--- config.mk ---
export PLATFORM = sky130hd
export DESIGN_NAME = smpc_top
export DESIGN_NICKNAME = d
export VERILOG_FILES = /design/src/shared/smpc_pkg.sv /design/src/shared/smpc_wake_if.sv /design/src/rtl/smpc_wake_timer.sv /design/src/rtl/smpc_top.sv
export SDC_FILE = /design/constraint.sdc
export NUM_CORES = 1
export LEC_CHECK = 0
export BUFFER_PORTS_ARGS = -buffer_cell sky130_fd_sc_hd__buf_4
export CORE_MARGIN = 2
export CORE_UTILIZATION = 30
export CTS_CLUSTER_SIZE = 20
export DETAILED_ROUTE_END_ITERATION = 6
export SYNTH_ARGS = -nofsm -noshare
export SYNTH_HDL_FRONTEND = slang
export SYNTH_HIERARCHICAL = 1
export SYNTH_SLANG_ARGS = --single-unit
--- constraint.sdc ---
create_clock -name sys_clk_in -period 4.7 [get_ports sys_clk_in]
set_clock_uncertainty 0.15 [all_clocks]
set_input_delay 0.235 -clock sys_clk_in [delete_from_list [all_inputs] [get_ports sys_clk_in]]
set_output_delay 0.235 -clock sys_clk_in [all_outputs]
set_load 0.1 [all_outputs]
--- src/shared/smpc_pkg.sv ---
// Purpose: Shared constants and types for the sleep-mode power controller
// Assumes: 100 MHz system clock, 8-bit I/O register space
// Notes:   Offsets are I/O offsets; data-space addresses add the window base
package smpc_pkg;

   // Clock
   localparam int CLK_PERIOD_NS = 10;

   // Register addressing
   localparam logic [5:0] IO_SC_OFS   = 6'h35;
   localparam logic [5:0] IO_SS_OFS   = 6'h34;
   localparam logic [5:0] IO_MAX_OFS  = 6'h3F;
   localparam logic [7:0] DS_IO_BASE  = 8'h20;
   localparam logic [7:0] SC_RST      = 8'h00;
   localparam logic [7:0] SS_RST      = 8'h00;

   // Field positions
   localparam int SC_ARM_BIT = 7;
   localparam int SC_SEL_MSB = 6;
   localparam int SC_SEL_LSB = 4;
   localparam int SS_DPD_BIT = 7;

   // Sleep select codes
   localparam logic [2:0] SEL_IDLE  = 3'h0;
   localparam logic [2:0] SEL_NOISE = 3'h1;
   localparam logic [2:0] SEL_PDOWN = 3'h2;
   localparam logic [2:0] SEL_PSAVE = 3'h3;
   localparam logic [2:0] SEL_STBY  = 3'h6;
   localparam logic [2:0] SEL_ESTBY = 3'h7;

   // Wake timing in cycles
   localparam logic [15:0] WAKE_STBY_CYC = 16'h0006;
   localparam logic [15:0] WAKE_HALT_CYC = 16'h0004;
   localparam logic [15:0] STARTUP_CYC   = 16'h0010;

   // Reference start-up
   localparam int VREF_START_NS = 1000;
   localparam int VREF_CYC_I    = (VREF_START_NS + CLK_PERIOD_NS - 1) / CLK_PERIOD_NS;
   localparam logic [7:0] VREF_CYC = 8'(VREF_CYC_I);

   typedef enum logic [2:0] {
      SM_IDLE,
      SM_NOISE,
      SM_PDOWN,
      SM_PSAVE,
      SM_STBY,
      SM_ESTBY
   } smpc_mode_e;

   typedef enum logic [1:0] {
      ST_RUN,
      ST_SLEEP,
      ST_WAKE
   } smpc_state_e;

endpackage

--- src/shared/smpc_wake_if.sv ---
// Purpose: Link between the controller and its wake-delay timer
// Assumes: Both ends on sys_clk_in
// Notes:   expire is combinational from the timer count
`timescale 1ns/1ps
`default_nettype none
interface smpc_wake_if;
   logic        load;
   logic [15:0] load_val;
   logic        expire;

   modport owner (output load, output load_val, input expire);
   modport timer (input load, input load_val, output expire);
endinterface
`default_nettype wire

--- src/rtl/smpc_wake_timer.sv ---
// Purpose: Down-counter that times the wake-up delay
// Assumes: load_val is at least 1
// Notes:   expire is high in the last cycle of the loaded delay
`timescale 1ns/1ps
`default_nettype none
module smpc_wake_timer
   import smpc_pkg::*;
(
   // Clock and reset
   input  wire logic   sys_clk_in,
   input  wire logic   rst_n_in,
   // Controller link
   smpc_wake_if.timer  wk
);

   typedef struct packed {
      logic [15:0] cnt;
   } smpc_tmr_s;

   smpc_tmr_s q;
   smpc_tmr_s next_q;

   always_comb
   begin
      next_q = q;
      if (wk.load)
      begin
         next_q.cnt = wk.load_val;
      end
      else if (q.cnt != 16'h0000)
      begin
         next_q.cnt = q.cnt - 16'h0001;
      end
   end

   always_ff @(posedge sys_clk_in or negedge rst_n_in)
   begin
      if (!rst_n_in)
      begin
         q <= '0;
      end
      else
      begin
         q <= next_q;
      end
   end

   assign wk.expire = (q.cnt == 16'h0001);
endmodule
`default_nettype wire

--- src/rtl/smpc_top.sv ---
// Purpose: Sleep-mode power controller: sleep entry, clock gating, wake timing
// Assumes: CPU strobes are synchronous, one-cycle pulses
// Notes:   All outputs are registered; clock enables gate domains downstream
//
// Summary of operation
// - Select 110 with crystal clock enters Standby: Power-down but oscillator kept.
// - Standby wakes and resumes after exactly 6 clock cycles.
// - Select 111 with crystal clock enters Extended Standby: Power-save plus oscillator.
// - Extended Standby wakes and resumes after six clock cycles.
// - Standby codes are honoured only with a crystal or resonator clock.
// - Sleep instruction sleeps only while sleep_arm, bit 7, is one.
// - sleep_select bits 6:4: Idle, noise reduction, Power-down, Power-save; 100/101 reserved.
// - sleep_control sits at I/O 0x35 and data 0x55, reset 0x00.
// - I/O space is 0x00-0x3F; data space adds 0x20.
// - An enabled converter stays enabled in every sleep mode.
// - Converter turned off then on makes the next conversion extended.
// - Comparator is powered off automatically in all modes but Idle and noise reduction.
// - Comparator using the reference keeps the reference on in every sleep mode.
// - Reference on only when detector, comparator or converter need it; start-up wait.
// - Brown-out detector enabled by its fuse stays enabled in all sleep modes.
// - An enabled watchdog keeps running in all sleep modes.
// - With I/O and converter clocks stopped, input buffers off except wake pins.
// - Debug fuse, with the test port enabled, keeps the main clock running in Power-down and Power-save.
// - Disable bit written one, or debug port fuse unprogrammed, turns the test port off.
// - Test port enabled but not shifting leaves TDO undriven.
// - Power-down halts all generated clocks.
// - Power-save halts all clocks but the asynchronous timer clock.
// - Interrupt wake halts four cycles past start-up, then runs the handler.
`timescale 1ns/1ps
`default_nettype none
module smpc_top
   import smpc_pkg::*;
(
   // Clock and reset
   input  wire logic       sys_clk_in,
   input  wire logic       rst_n_in,
   // CPU register access
   input  wire logic       cpu_io_space_in,
   input  wire logic [7:0] cpu_addr_in,
   input  wire logic       cpu_wr_in,
   input  wire logic       cpu_rd_in,
   input  wire logic [7:0] cpu_wdata_in,
   output logic      [7:0] cpu_rdata_out,
   // CPU events
   input  wire logic       sleep_instr_in,
   input  wire logic       wake_in,
   output logic            cpu_run_out,
   output logic            sleeping_out,
   output logic            irq_go_out,
   // Fuses and configuration
   input  wire logic       ext_xtal_in,
   input  wire logic       onchip_debug_fuse_in,
   input  wire logic       debug_port_fuse_in,
   input  wire logic       brownout_fuse_in,
   input  wire logic       async_timer_select_in,
   // Peripheral requests
   input  wire logic       adc_enable_in,
   input  wire logic       adc_conv_start_in,
   input  wire logic       comp_enable_in,
   input  wire logic       comp_bandgap_in,
   input  wire logic       wdt_enable_in,
   input  wire logic [7:0] pin_wake_need_in,
   // Clock domain enables
   output logic            clk_cpu_en_out,
   output logic            clk_flash_en_out,
   output logic            io_clock_domain_out,
   output logic            converter_clock_domain_out,
   output logic            async_clock_domain_out,
   output logic            main_osc_en_out,
   output logic            timer_osc_en_out,
   // Analog and support blocks
   output logic            adc_power_out,
   output logic            ext_conv_out,
   output logic            comp_power_out,
   output logic            vref_en_out,
   output logic            vref_ready_out,
   output logic            bod_en_out,
   output logic            wdt_run_out,
   output logic      [7:0] input_buf_en_out,
   // Test port
   input  wire logic       tap_shift_in,
   input  wire logic       tdo_data_in,
   output logic            jtag_en_out,
   output logic            tdo_out,
   output logic            tdo_oe_out
);

   typedef struct packed {
      smpc_state_e st;
      smpc_mode_e  mode;
      logic        arm;
      logic [2:0]  sel;
      logic        dpd;
      logic [7:0]  rdata;
      logic        cpu_run;
      logic        sleeping;
      logic        irq_go;
      logic        clk_cpu;
      logic        clk_flash;
      logic        clk_io;
      logic        clk_adc;
      logic        clk_asy;
      logic        main_osc;
      logic        timer_osc;
      logic        adc_pwr;
      logic        ext_conv;
      logic        comp_pwr;
      logic        vref_en;
      logic [7:0]  vref_cnt;
      logic        vref_ready;
      logic        bod;
      logic        wdt;
      logic [7:0]  inbuf;
      logic        jtag;
      logic        tdo;
      logic        tdo_oe;
   } smpc_state_s;

   smpc_state_s q;
   smpc_state_s next_q;
   smpc_wake_if wk ();

   logic hit_sc;
   logic hit_ss;
   logic keep_osc;

   smpc_wake_timer u_wake_timer (
      .sys_clk_in (sys_clk_in),
      .rst_n_in   (rst_n_in),
      .wk         (wk.timer)
   );

   // Both spaces reach one register; I/O space holds only offsets up to the top
   always_comb
   begin
      hit_sc = 1'b0;
      hit_ss = 1'b0;
      if (cpu_io_space_in && cpu_addr_in <= {2'b00, IO_MAX_OFS})
      begin
         hit_sc = (cpu_addr_in[5:0] == IO_SC_OFS);
         hit_ss = (cpu_addr_in[5:0] == IO_SS_OFS);
      end
      else if (!cpu_io_space_in)
      begin
         hit_sc = (cpu_addr_in == ({2'b00, IO_SC_OFS} + DS_IO_BASE));
         hit_ss = (cpu_addr_in == ({2'b00, IO_SS_OFS} + DS_IO_BASE));
      end
   end

   always_comb
   begin
      next_q      = q;
      next_q.irq_go = 1'b0;
      wk.load     = 1'b0;
      wk.load_val = WAKE_HALT_CYC;

      // Register writes and registered read data
      if (cpu_wr_in && hit_sc)
      begin
         next_q.arm = cpu_wdata_in[SC_ARM_BIT];
         next_q.sel = cpu_wdata_in[SC_SEL_MSB:SC_SEL_LSB];
      end
      if (cpu_wr_in && hit_ss)
      begin
         next_q.dpd = cpu_wdata_in[SS_DPD_BIT];
      end
      next_q.rdata = 8'h00;
      if (cpu_rd_in && hit_sc)
      begin
         next_q.rdata[SC_ARM_BIT] = q.arm;
         next_q.rdata[SC_SEL_MSB:SC_SEL_LSB] = q.sel;
      end
      else if (cpu_rd_in && hit_ss)
      begin
         next_q.rdata[SS_DPD_BIT] = q.dpd;
      end

      next_q.jtag = debug_port_fuse_in && !next_q.dpd;
      keep_osc    = onchip_debug_fuse_in && next_q.jtag;

      case (q.st)
         ST_RUN:
         begin
            // Unarmed, reserved or unsupported codes fall through as a no-op
            if (sleep_instr_in && q.arm)
            begin
               next_q.st = ST_SLEEP;
               if (q.sel == SEL_IDLE)
                  next_q.mode = SM_IDLE;
               else if (q.sel == SEL_NOISE)
                  next_q.mode = SM_NOISE;
               else if (q.sel == SEL_PDOWN)
                  next_q.mode = SM_PDOWN;
               else if (q.sel == SEL_PSAVE)
                  next_q.mode = SM_PSAVE;
               else if (q.sel == SEL_STBY && ext_xtal_in)
                  next_q.mode = SM_STBY;
               else if (q.sel == SEL_ESTBY && ext_xtal_in)
                  next_q.mode = SM_ESTBY;
               else
                  next_q.st = ST_RUN;
            end
         end
         ST_SLEEP:
         begin
            if (wake_in)
            begin
               next_q.st = ST_WAKE;
               wk.load   = 1'b1;
               if (q.mode == SM_STBY || q.mode == SM_ESTBY)
                  wk.load_val = WAKE_STBY_CYC;
               else if (q.mode == SM_IDLE || q.mode == SM_NOISE || q.main_osc)
                  wk.load_val = WAKE_HALT_CYC;
               else
                  wk.load_val = STARTUP_CYC + WAKE_HALT_CYC;
            end
         end
         ST_WAKE:
         begin
            if (wk.expire)
            begin
               next_q.st     = ST_RUN;
               next_q.irq_go = 1'b1;
            end
         end
         default:
         begin
            next_q.st = ST_RUN;
         end
      endcase

      next_q.cpu_run   = (next_q.st == ST_RUN);
      next_q.sleeping  = (next_q.st == ST_SLEEP);
      next_q.clk_cpu   = next_q.cpu_run;
      next_q.clk_flash = next_q.cpu_run;
      next_q.clk_io    = 1'b1;
      next_q.clk_adc   = 1'b1;
      next_q.clk_asy   = 1'b1;
      next_q.main_osc  = 1'b1;
      next_q.timer_osc = async_timer_select_in;
      next_q.comp_pwr  = comp_enable_in;
      if (next_q.sleeping)
      begin
         case (next_q.mode)
            SM_IDLE:
            begin
               next_q.clk_io = 1'b1;
            end
            SM_NOISE:
            begin
               next_q.clk_io = 1'b0;
            end
            SM_PDOWN:
            begin
               next_q.clk_io    = 1'b0;
               next_q.clk_adc   = 1'b0;
               next_q.clk_asy   = 1'b0;
               next_q.timer_osc = 1'b0;
               next_q.main_osc  = keep_osc;
            end
            SM_PSAVE:
            begin
               next_q.clk_io   = 1'b0;
               next_q.clk_adc  = 1'b0;
               next_q.clk_asy  = async_timer_select_in;
               next_q.main_osc = keep_osc;
            end
            SM_STBY:
            begin
               next_q.clk_io    = 1'b0;
               next_q.clk_adc   = 1'b0;
               next_q.clk_asy   = 1'b0;
               next_q.timer_osc = 1'b0;
            end
            default:
            begin
               next_q.clk_io  = 1'b0;
               next_q.clk_adc = 1'b0;
               next_q.clk_asy = async_timer_select_in;
            end
         endcase
         if (next_q.mode != SM_IDLE && next_q.mode != SM_NOISE)
            next_q.comp_pwr = 1'b0;
      end

      // Wake pins keep their buffers so the wake condition can still be seen
      if (!next_q.clk_io && !next_q.clk_adc)
         next_q.inbuf = pin_wake_need_in;
      else
         next_q.inbuf = 8'hFF;

      // Converter power follows its enable regardless of mode; set beats clear
      next_q.adc_pwr = adc_enable_in;
      if (adc_conv_start_in)
         next_q.ext_conv = 1'b0;
      if (adc_enable_in && !q.adc_pwr)
         next_q.ext_conv = 1'b1;

      // Reference uses the comparator enable, not its sleep-gated power
      next_q.vref_en = brownout_fuse_in || (comp_enable_in && comp_bandgap_in)
                       || adc_enable_in;
      if (!next_q.vref_en)
         next_q.vref_cnt = 8'h00;
      else if (q.vref_cnt != VREF_CYC)
         next_q.vref_cnt = q.vref_cnt + 8'h01;
      next_q.vref_ready = (next_q.vref_cnt == VREF_CYC);

      next_q.bod    = brownout_fuse_in;
      next_q.wdt    = wdt_enable_in;
      next_q.tdo    = tdo_data_in;
      next_q.tdo_oe = next_q.jtag && tap_shift_in;
   end

   always_ff @(posedge sys_clk_in or negedge rst_n_in)
   begin
      if (!rst_n_in)
      begin
         q            <= '0;
         q.st         <= ST_RUN;
         q.mode       <= SM_IDLE;
         q.arm        <= SC_RST[SC_ARM_BIT];
         q.sel        <= SC_RST[SC_SEL_MSB:SC_SEL_LSB];
         q.dpd        <= SS_RST[SS_DPD_BIT];
         q.cpu_run    <= 1'b1;
         q.clk_cpu    <= 1'b1;
         q.clk_flash  <= 1'b1;
         q.clk_io     <= 1'b1;
         q.clk_adc    <= 1'b1;
         q.clk_asy    <= 1'b1;
         q.main_osc   <= 1'b1;
         q.inbuf      <= 8'hFF;
      end
      else
      begin
         q <= next_q;
      end
   end

   assign cpu_rdata_out              = q.rdata;
   assign cpu_run_out                = q.cpu_run;
   assign sleeping_out               = q.sleeping;
   assign irq_go_out                 = q.irq_go;
   assign clk_cpu_en_out             = q.clk_cpu;
   assign clk_flash_en_out           = q.clk_flash;
   assign io_clock_domain_out        = q.clk_io;
   assign converter_clock_domain_out = q.clk_adc;
   assign async_clock_domain_out     = q.clk_asy;
   assign main_osc_en_out            = q.main_osc;
   assign timer_osc_en_out           = q.timer_osc;
   assign adc_power_out              = q.adc_pwr;
   assign ext_conv_out               = q.ext_conv;
   assign comp_power_out             = q.comp_pwr;
   assign vref_en_out                = q.vref_en;
   assign vref_ready_out             = q.vref_ready;
   assign bod_en_out                 = q.bod;
   assign wdt_run_out                = q.wdt;
   assign input_buf_en_out           = q.inbuf;
   assign jtag_en_out                = q.jtag;
   assign tdo_out                    = q.tdo;
   assign tdo_oe_out                 = q.tdo_oe;
endmodule
`default_nettype wire

=== Word level (Yosys, flattened, before mapping) ===
Cells that the tools add are included.

* Add/sub/neg operators: 2
* $mul: 0
* Div/mod/pow operators: 0
* Order comparisons: 1
* Eq/ne operators: 23
* Shift-type cells: 0
* Multiplexer cells: 47
* Bitwise gates (word level): 0
* Reduce and logical (&&, ||, !) cells: 36

{| class="wikitable"
|+ Operator list
! operator !! count
|-
| 16-bit 2-to-1 mux || 2
|-
| 5-bit 2-to-1 mux || 6
|-
| 8-bit by 7-bit == test with 1-bit output (second input constant) || 3
|-
| 1-bit 2-to-1 mux || 24
|-
| 3-bit 2-to-1 mux || 8
|-
| 8-bit 2-to-1 mux || 3
|-
| 16-bit by 1-bit == test with 1-bit output (second input constant) || 1
|-
| 16-bit nonzero test || 1
|-
| 16-bit by 1-bit subtractor with 16-bit output (second input constant) || 1
|-
| 3-bit == test (second input constant) || 5
|-
| 1-bit logical AND || 15
|-
| 3-bit by 2-bit == test with 1-bit output (second input constant) || 4
|-
| 6-bit == test (second input constant) || 2
|-
| 3-bit by 1-bit == test with 1-bit output (second input constant) || 3
|-
| 3-bit logical NOT || 3
|-
| 8-bit by 1-bit adder with 8-bit output (second input constant) || 1
|-
| 8-bit by 6-bit <= comparator with 1-bit output (second input constant) || 1
|-
| 8-bit by 7-bit inequality test with 1-bit output (second input constant) || 1
|-
| 2-bit one-hot mux with 3 select lines || 1
|-
| 2-bit OR reduction || 3
|-
| 1-bit logical OR || 5
|-
| 2-bit by 1-bit == test with 1-bit output (second input constant) || 2
|-
| 1-bit logical NOT || 4
|-
| 2-bit logical NOT || 2
|-
| other kinds (6) || 8
|}

* Bits in registers: 64
* Latch bits: 0
* Memory bits (writable): 0
* Bits in read-only memories: 0
* Bits of input ports: 43
* Logic and storage cells: 136
* Memories kept: 0

=== Longest topological paths before layout ===
* Word-level depth: 17
* Gate-level depth with buffers: 7
* Gate-level depth less buffers: 7

=== By module ===
The synthesis kept the hierarchy.

{| class="wikitable"
|+ By module, submodules not included
! module !! times used !! cells each !! area each (um2) !! sequential area each (um2)
|-
| smpc_top || 1 || 178 || 2087.0 || 1217.4
|-
| smpc_wake_timer || 1 || 120 || 1099.8 || 400.4
|}

=== Worst setup path after synthesis ===
Ideal clock, no wire load.

* Kind: reg2reg
* From: reg q[14] in the netlist's numbering
* To: reg q (netlist bit vref_ready_out)
* Library setup time: 0.105 ns
* Data arrival time: 1.796 ns
* Data required time: 4.445 ns
* Slack: 2.649 ns
* Stages on the path, launching flop included: 8
* Buffers on the path: 0
* Cell sequence: dfrtp_1 -> inv_1 -> ha_1 -> nand3b_1 -> nor4_1 -> mux2i_1 -> nand4_1 -> nor4b_1

{| class="wikitable"
|+ RTL lines
! element !! line !! source
|-
| start, declared || smpc_top.sv:119 || <nowiki>smpc_state_s q;</nowiki>
|-
| start signal, assigned || smpc_top.sv:335 || <nowiki>q <= next_q;</nowiki>
|}

=== Worst setup path after layout ===
* From: reg q[53] in the netlist's numbering
* To: reg u_wake_timer/q[13] in the netlist's numbering

* Longest elaborated chain between the ends: 3

{| class="wikitable"
|+ Ends and longest elaborated chain
! element !! line !! source
|-
| 2-bit by 1-bit == test with 1-bit output (*) || smpc_top.sv:181 || <nowiki>case (q.st)</nowiki>
|-
| 1-bit 2-to-1 mux (*) || smpc_top.sv:181 ||
|-
| named net wk.load || smpc_wake_if.sv:7 || <nowiki>logic load;</nowiki>
|-
| 16-bit 2-to-1 mux / 2-bit nonzero test (equally long branches) || -- ||
|-
| end signal, assigned || smpc_wake_timer.sv:44 || <nowiki>q <= next_q;</nowiki>
|-
| end, declared || smpc_wake_timer.sv:20 || <nowiki>smpc_tmr_s q;</nowiki>
|}

Mark *: on every way through the listed nets, which the timed path passes. The rest lies on a longest branch.
A chain may end at the register's enable or synchronous reset.

==> flow_summary.ini <==
[status]
status = finished clean

[grt]
grt_usage = 0.131
grt_pass1_wl_um = 11900
antenna_found_initial = 0
grt_pass1_vias = 2554
grt_start_max_net_pins = 65
gr-total-overflow = 0

[synth]
synth-seq-cells = 64
yosysTopAreaCell = dfrtp_1
netlist.area_leader.share = 0.400
syn_inst = 298
synth_area_leaders = dfrtp_1 40%, dfstp_2 11%, buf_4 4.2%
synthAdderAreaFrac = 0.0157
synth_simple_gate_area_frac = 0.241
synth_edf_count = 0
synthXorXnorAreaFrac = 0.0275
synth.area.mux_share = 0.0271
synth_compound_area_frac = 0.105
synth-seq-area-share = 0.508
synth_cell_types = 60
synth_ff_type = dfrtp_1
synth_top_family_by_area = simple AND/OR/NAND/NOR gates
netlist_area_um2 = 3190
syn_avg_cell_area_um2 = 10.7
synthArstFlopShare = 1.00
ys_warn_count = 6

[setup_path]
end_kind = flop
crit_required_ns = 4.78
arrival_ns = 2.57
path_class = reg2reg
worstPathMaxFanout = 28
startpoint_type = flop
reg2regPathDepth = 5

[routing]
vias_per_cell = 4.48
detail_route.iter0.violations = 108
avgRoutedWirePerCell_um = 13.0
num_vias = 2410
wirelength_um = 6990
drc_errors = 0
dr.pass1.iters = 5
ant_nets = 0

[place]
dp_slack_ns = 2.21
placed_cells_incl_taps = 498
io_buffers = 70
routabilityCongestion = 0.828
dp.final_hpwl_um = 4790

[clock_tree]
clkLatencyLatePin_ns = 0.34
cts_buffer_depth = 2
cts_tree = done
clkTransAtPathRegs_ns = 0.08
h-tree-depth = 3
cts_buffers = 9
cts.sinks = 64
cts_root_buf = clkbuf_8
cts_resized = 0

[power_and_ir_drop]
power_density_nw_per_um2 = 309
max-vdd-ir-drop_mv = 0.139
power.total_mw = 1.32
p_leak_nw = 1.90

[timing]
setup_tns_ns = 0
hold_viol_final = 0
drv_slew = 0
setup_violations = 0
rsz0062_at_grt = false
worst_pin_slew_ns = 0.822
finalWorstSetupSlack_ns = 2.22
period_minus_slack_ns = 2.48
fmax_ghz = 0.403
fin_crit_sh = 0.529
slew_headroom = 0.447

[die]
dieWidth_um = 107
fp.dieH_um = 107
start_util = 0.309
design.core.area_um2 = 10300
die_area_um2 = 11500
boundaryPins = 79
rows = 37

[run]
maxCapViolations = 0

[worst_hold_path]
hold_path_depth = 4
hold_class = in2reg

[final_layout]
final_nets = 444
instances_no_fill = 538
syn_to_final_growth_pct = 33.6
antennaDiodeCount = 0
final_layout_size_suffix_gt1_frac = 0.318
fillers = 1003
## metrics by stage
step            util  cell area [um^2]  hold slack [ns]
4_1_cts        0.412              4260         0.000482
3_3_place_gp   0.367              3790            0.197
6_report       0.412              4260          0.00974
2_1_floorplan      -              3250           -0.211
5_1_grt        0.412              4260           0.0218
3_5_place_dp   0.367              3790            0.197
## Yosys cell counts, drive strengths merged, types with 3 or more instances
master / n
nand3: 10
buf: 20
nand4b: 3
nor2: 25
xnor2: 6
dfrtp: 51
nor2b: 5
or3b: 4
a21o: 3
o21ai: 10
o22a: 3
clkbuf: 3
xor2: 4
or2: 9
nor3: 6
and3: 5
nand4: 6
dfstp: 13
nor4: 7
ha: 4
nand2: 22
and2: 7
a211oi: 3
mux2: 5
a21oi: 6
inv: 18
nand2b: 3
mux2i: 3
nand3b: 4
## flip-flops by register name (all words and copies together) (netlist names), 4 cells and up
register and cells:
q 18, u_wake_timer/q 16, cpu_rdata_out 4, input_buf_en_out 8
## worst max-delay path, cell delays in order, from the launching register on
cell,delay [ns]
dfrtp_1,0.40
nand3b_1,0.19
inv_1,0.60
clkinv_1,0.51
and2_2,0.32
a22o_1,0.19
## where the power goes
group / internal (mW) / leakage (nW) / switching (mW)
clock network: 0.315 / 0.109 / 0.228
registers: 0.572 / 0.764 / 0.0253
logic: 0.0711 / 1.03 / 0.105
## area by class of cell
type / instances / area [um^2] / area share
Clock buffer: 10 / 138 / 0.0323
Inverter: 19 / 71.3 / 0.0167
Timing Repair Buffer: 95 / 773 / 0.182
Sequential cell: 64 / 1620 / 0.380
Clock inverter: 6 / 92.6 / 0.0217
Multi-Input combinational cell: 208 / 1400 / 0.328
Tap cell: 136 / 170 / 0.0400
## layer usage
metal / share of wire / global-route usage
met1: 0.42 / 0.151
met2: 0.53 / 0.231
met3: 0.036 / 0.0450
met4: 0.014 / 0.0371
met5: 0 / 0
## what timing repair did
action,in CTS,in global routing
endpoints found under the hold margin,75,0
setup endpoints to repair,0,0
buffers inserted,0,0
hold buffers,24,0
## worst paths after layout
kind	start	end	slack [ns]
max	q[53]	u_wake_timer/q[13]	2.22
min	cpu_addr_in[7]	cpu_rdata_out[7]	0.01
max reg2reg	q[53]	u_wake_timer/q[13]	2.22
min reg2reg	adc_power_out	ext_conv_out	0.32
max in group asynchronous	rst_n_in	u_wake_timer/q[3]	3.47
min in group asynchronous	rst_n_in	u_wake_timer/q[15]	0.37
## cell families (layout without fill, tap and decap cells)
family                   count (synthesis)  count (layout)
multiplexers                             8               8
XOR/XNOR                                10              10
flip-flops                              64              64
AND/OR/NAND/NOR                        124             124
AO/OA/AOI/OAI                           44              44
buffers and inverters                   42             130
other                                    2              18
adder cells (fa/ha/maj)                  4               4
## cells in the final DEF (no fill, tap or decap), drive strengths merged, types with 3 or more instances in the layout
| cell type | instances |
|---|---|
| buf | 71 |
| dfrtp | 51 |
| nor2 | 25 |
| dlygate4sd3 | 24 |
| nand2 | 22 |
| inv | 18 |
| conb | 18 |
| dfstp | 13 |
| o21ai | 10 |
| nand3 | 10 |
| clkbuf | 10 |
| or2 | 9 |
| and2 | 7 |
| nor4 | 7 |
| a21oi | 6 |
| xnor2 | 6 |
| nor3 | 6 |
| nand4 | 6 |
| nor2b | 5 |
| mux2 | 5 |
| and3 | 5 |
| nand3b | 4 |
| xor2 | 4 |
| ha | 4 |
| or3b | 4 |
| nand2b | 3 |
| o22a | 3 |
| mux2i | 3 |
| nand4b | 3 |
| a211oi | 3 |
| a21o | 3 |
| clkinv | 3 |
(Power assumes the default switching activity.)
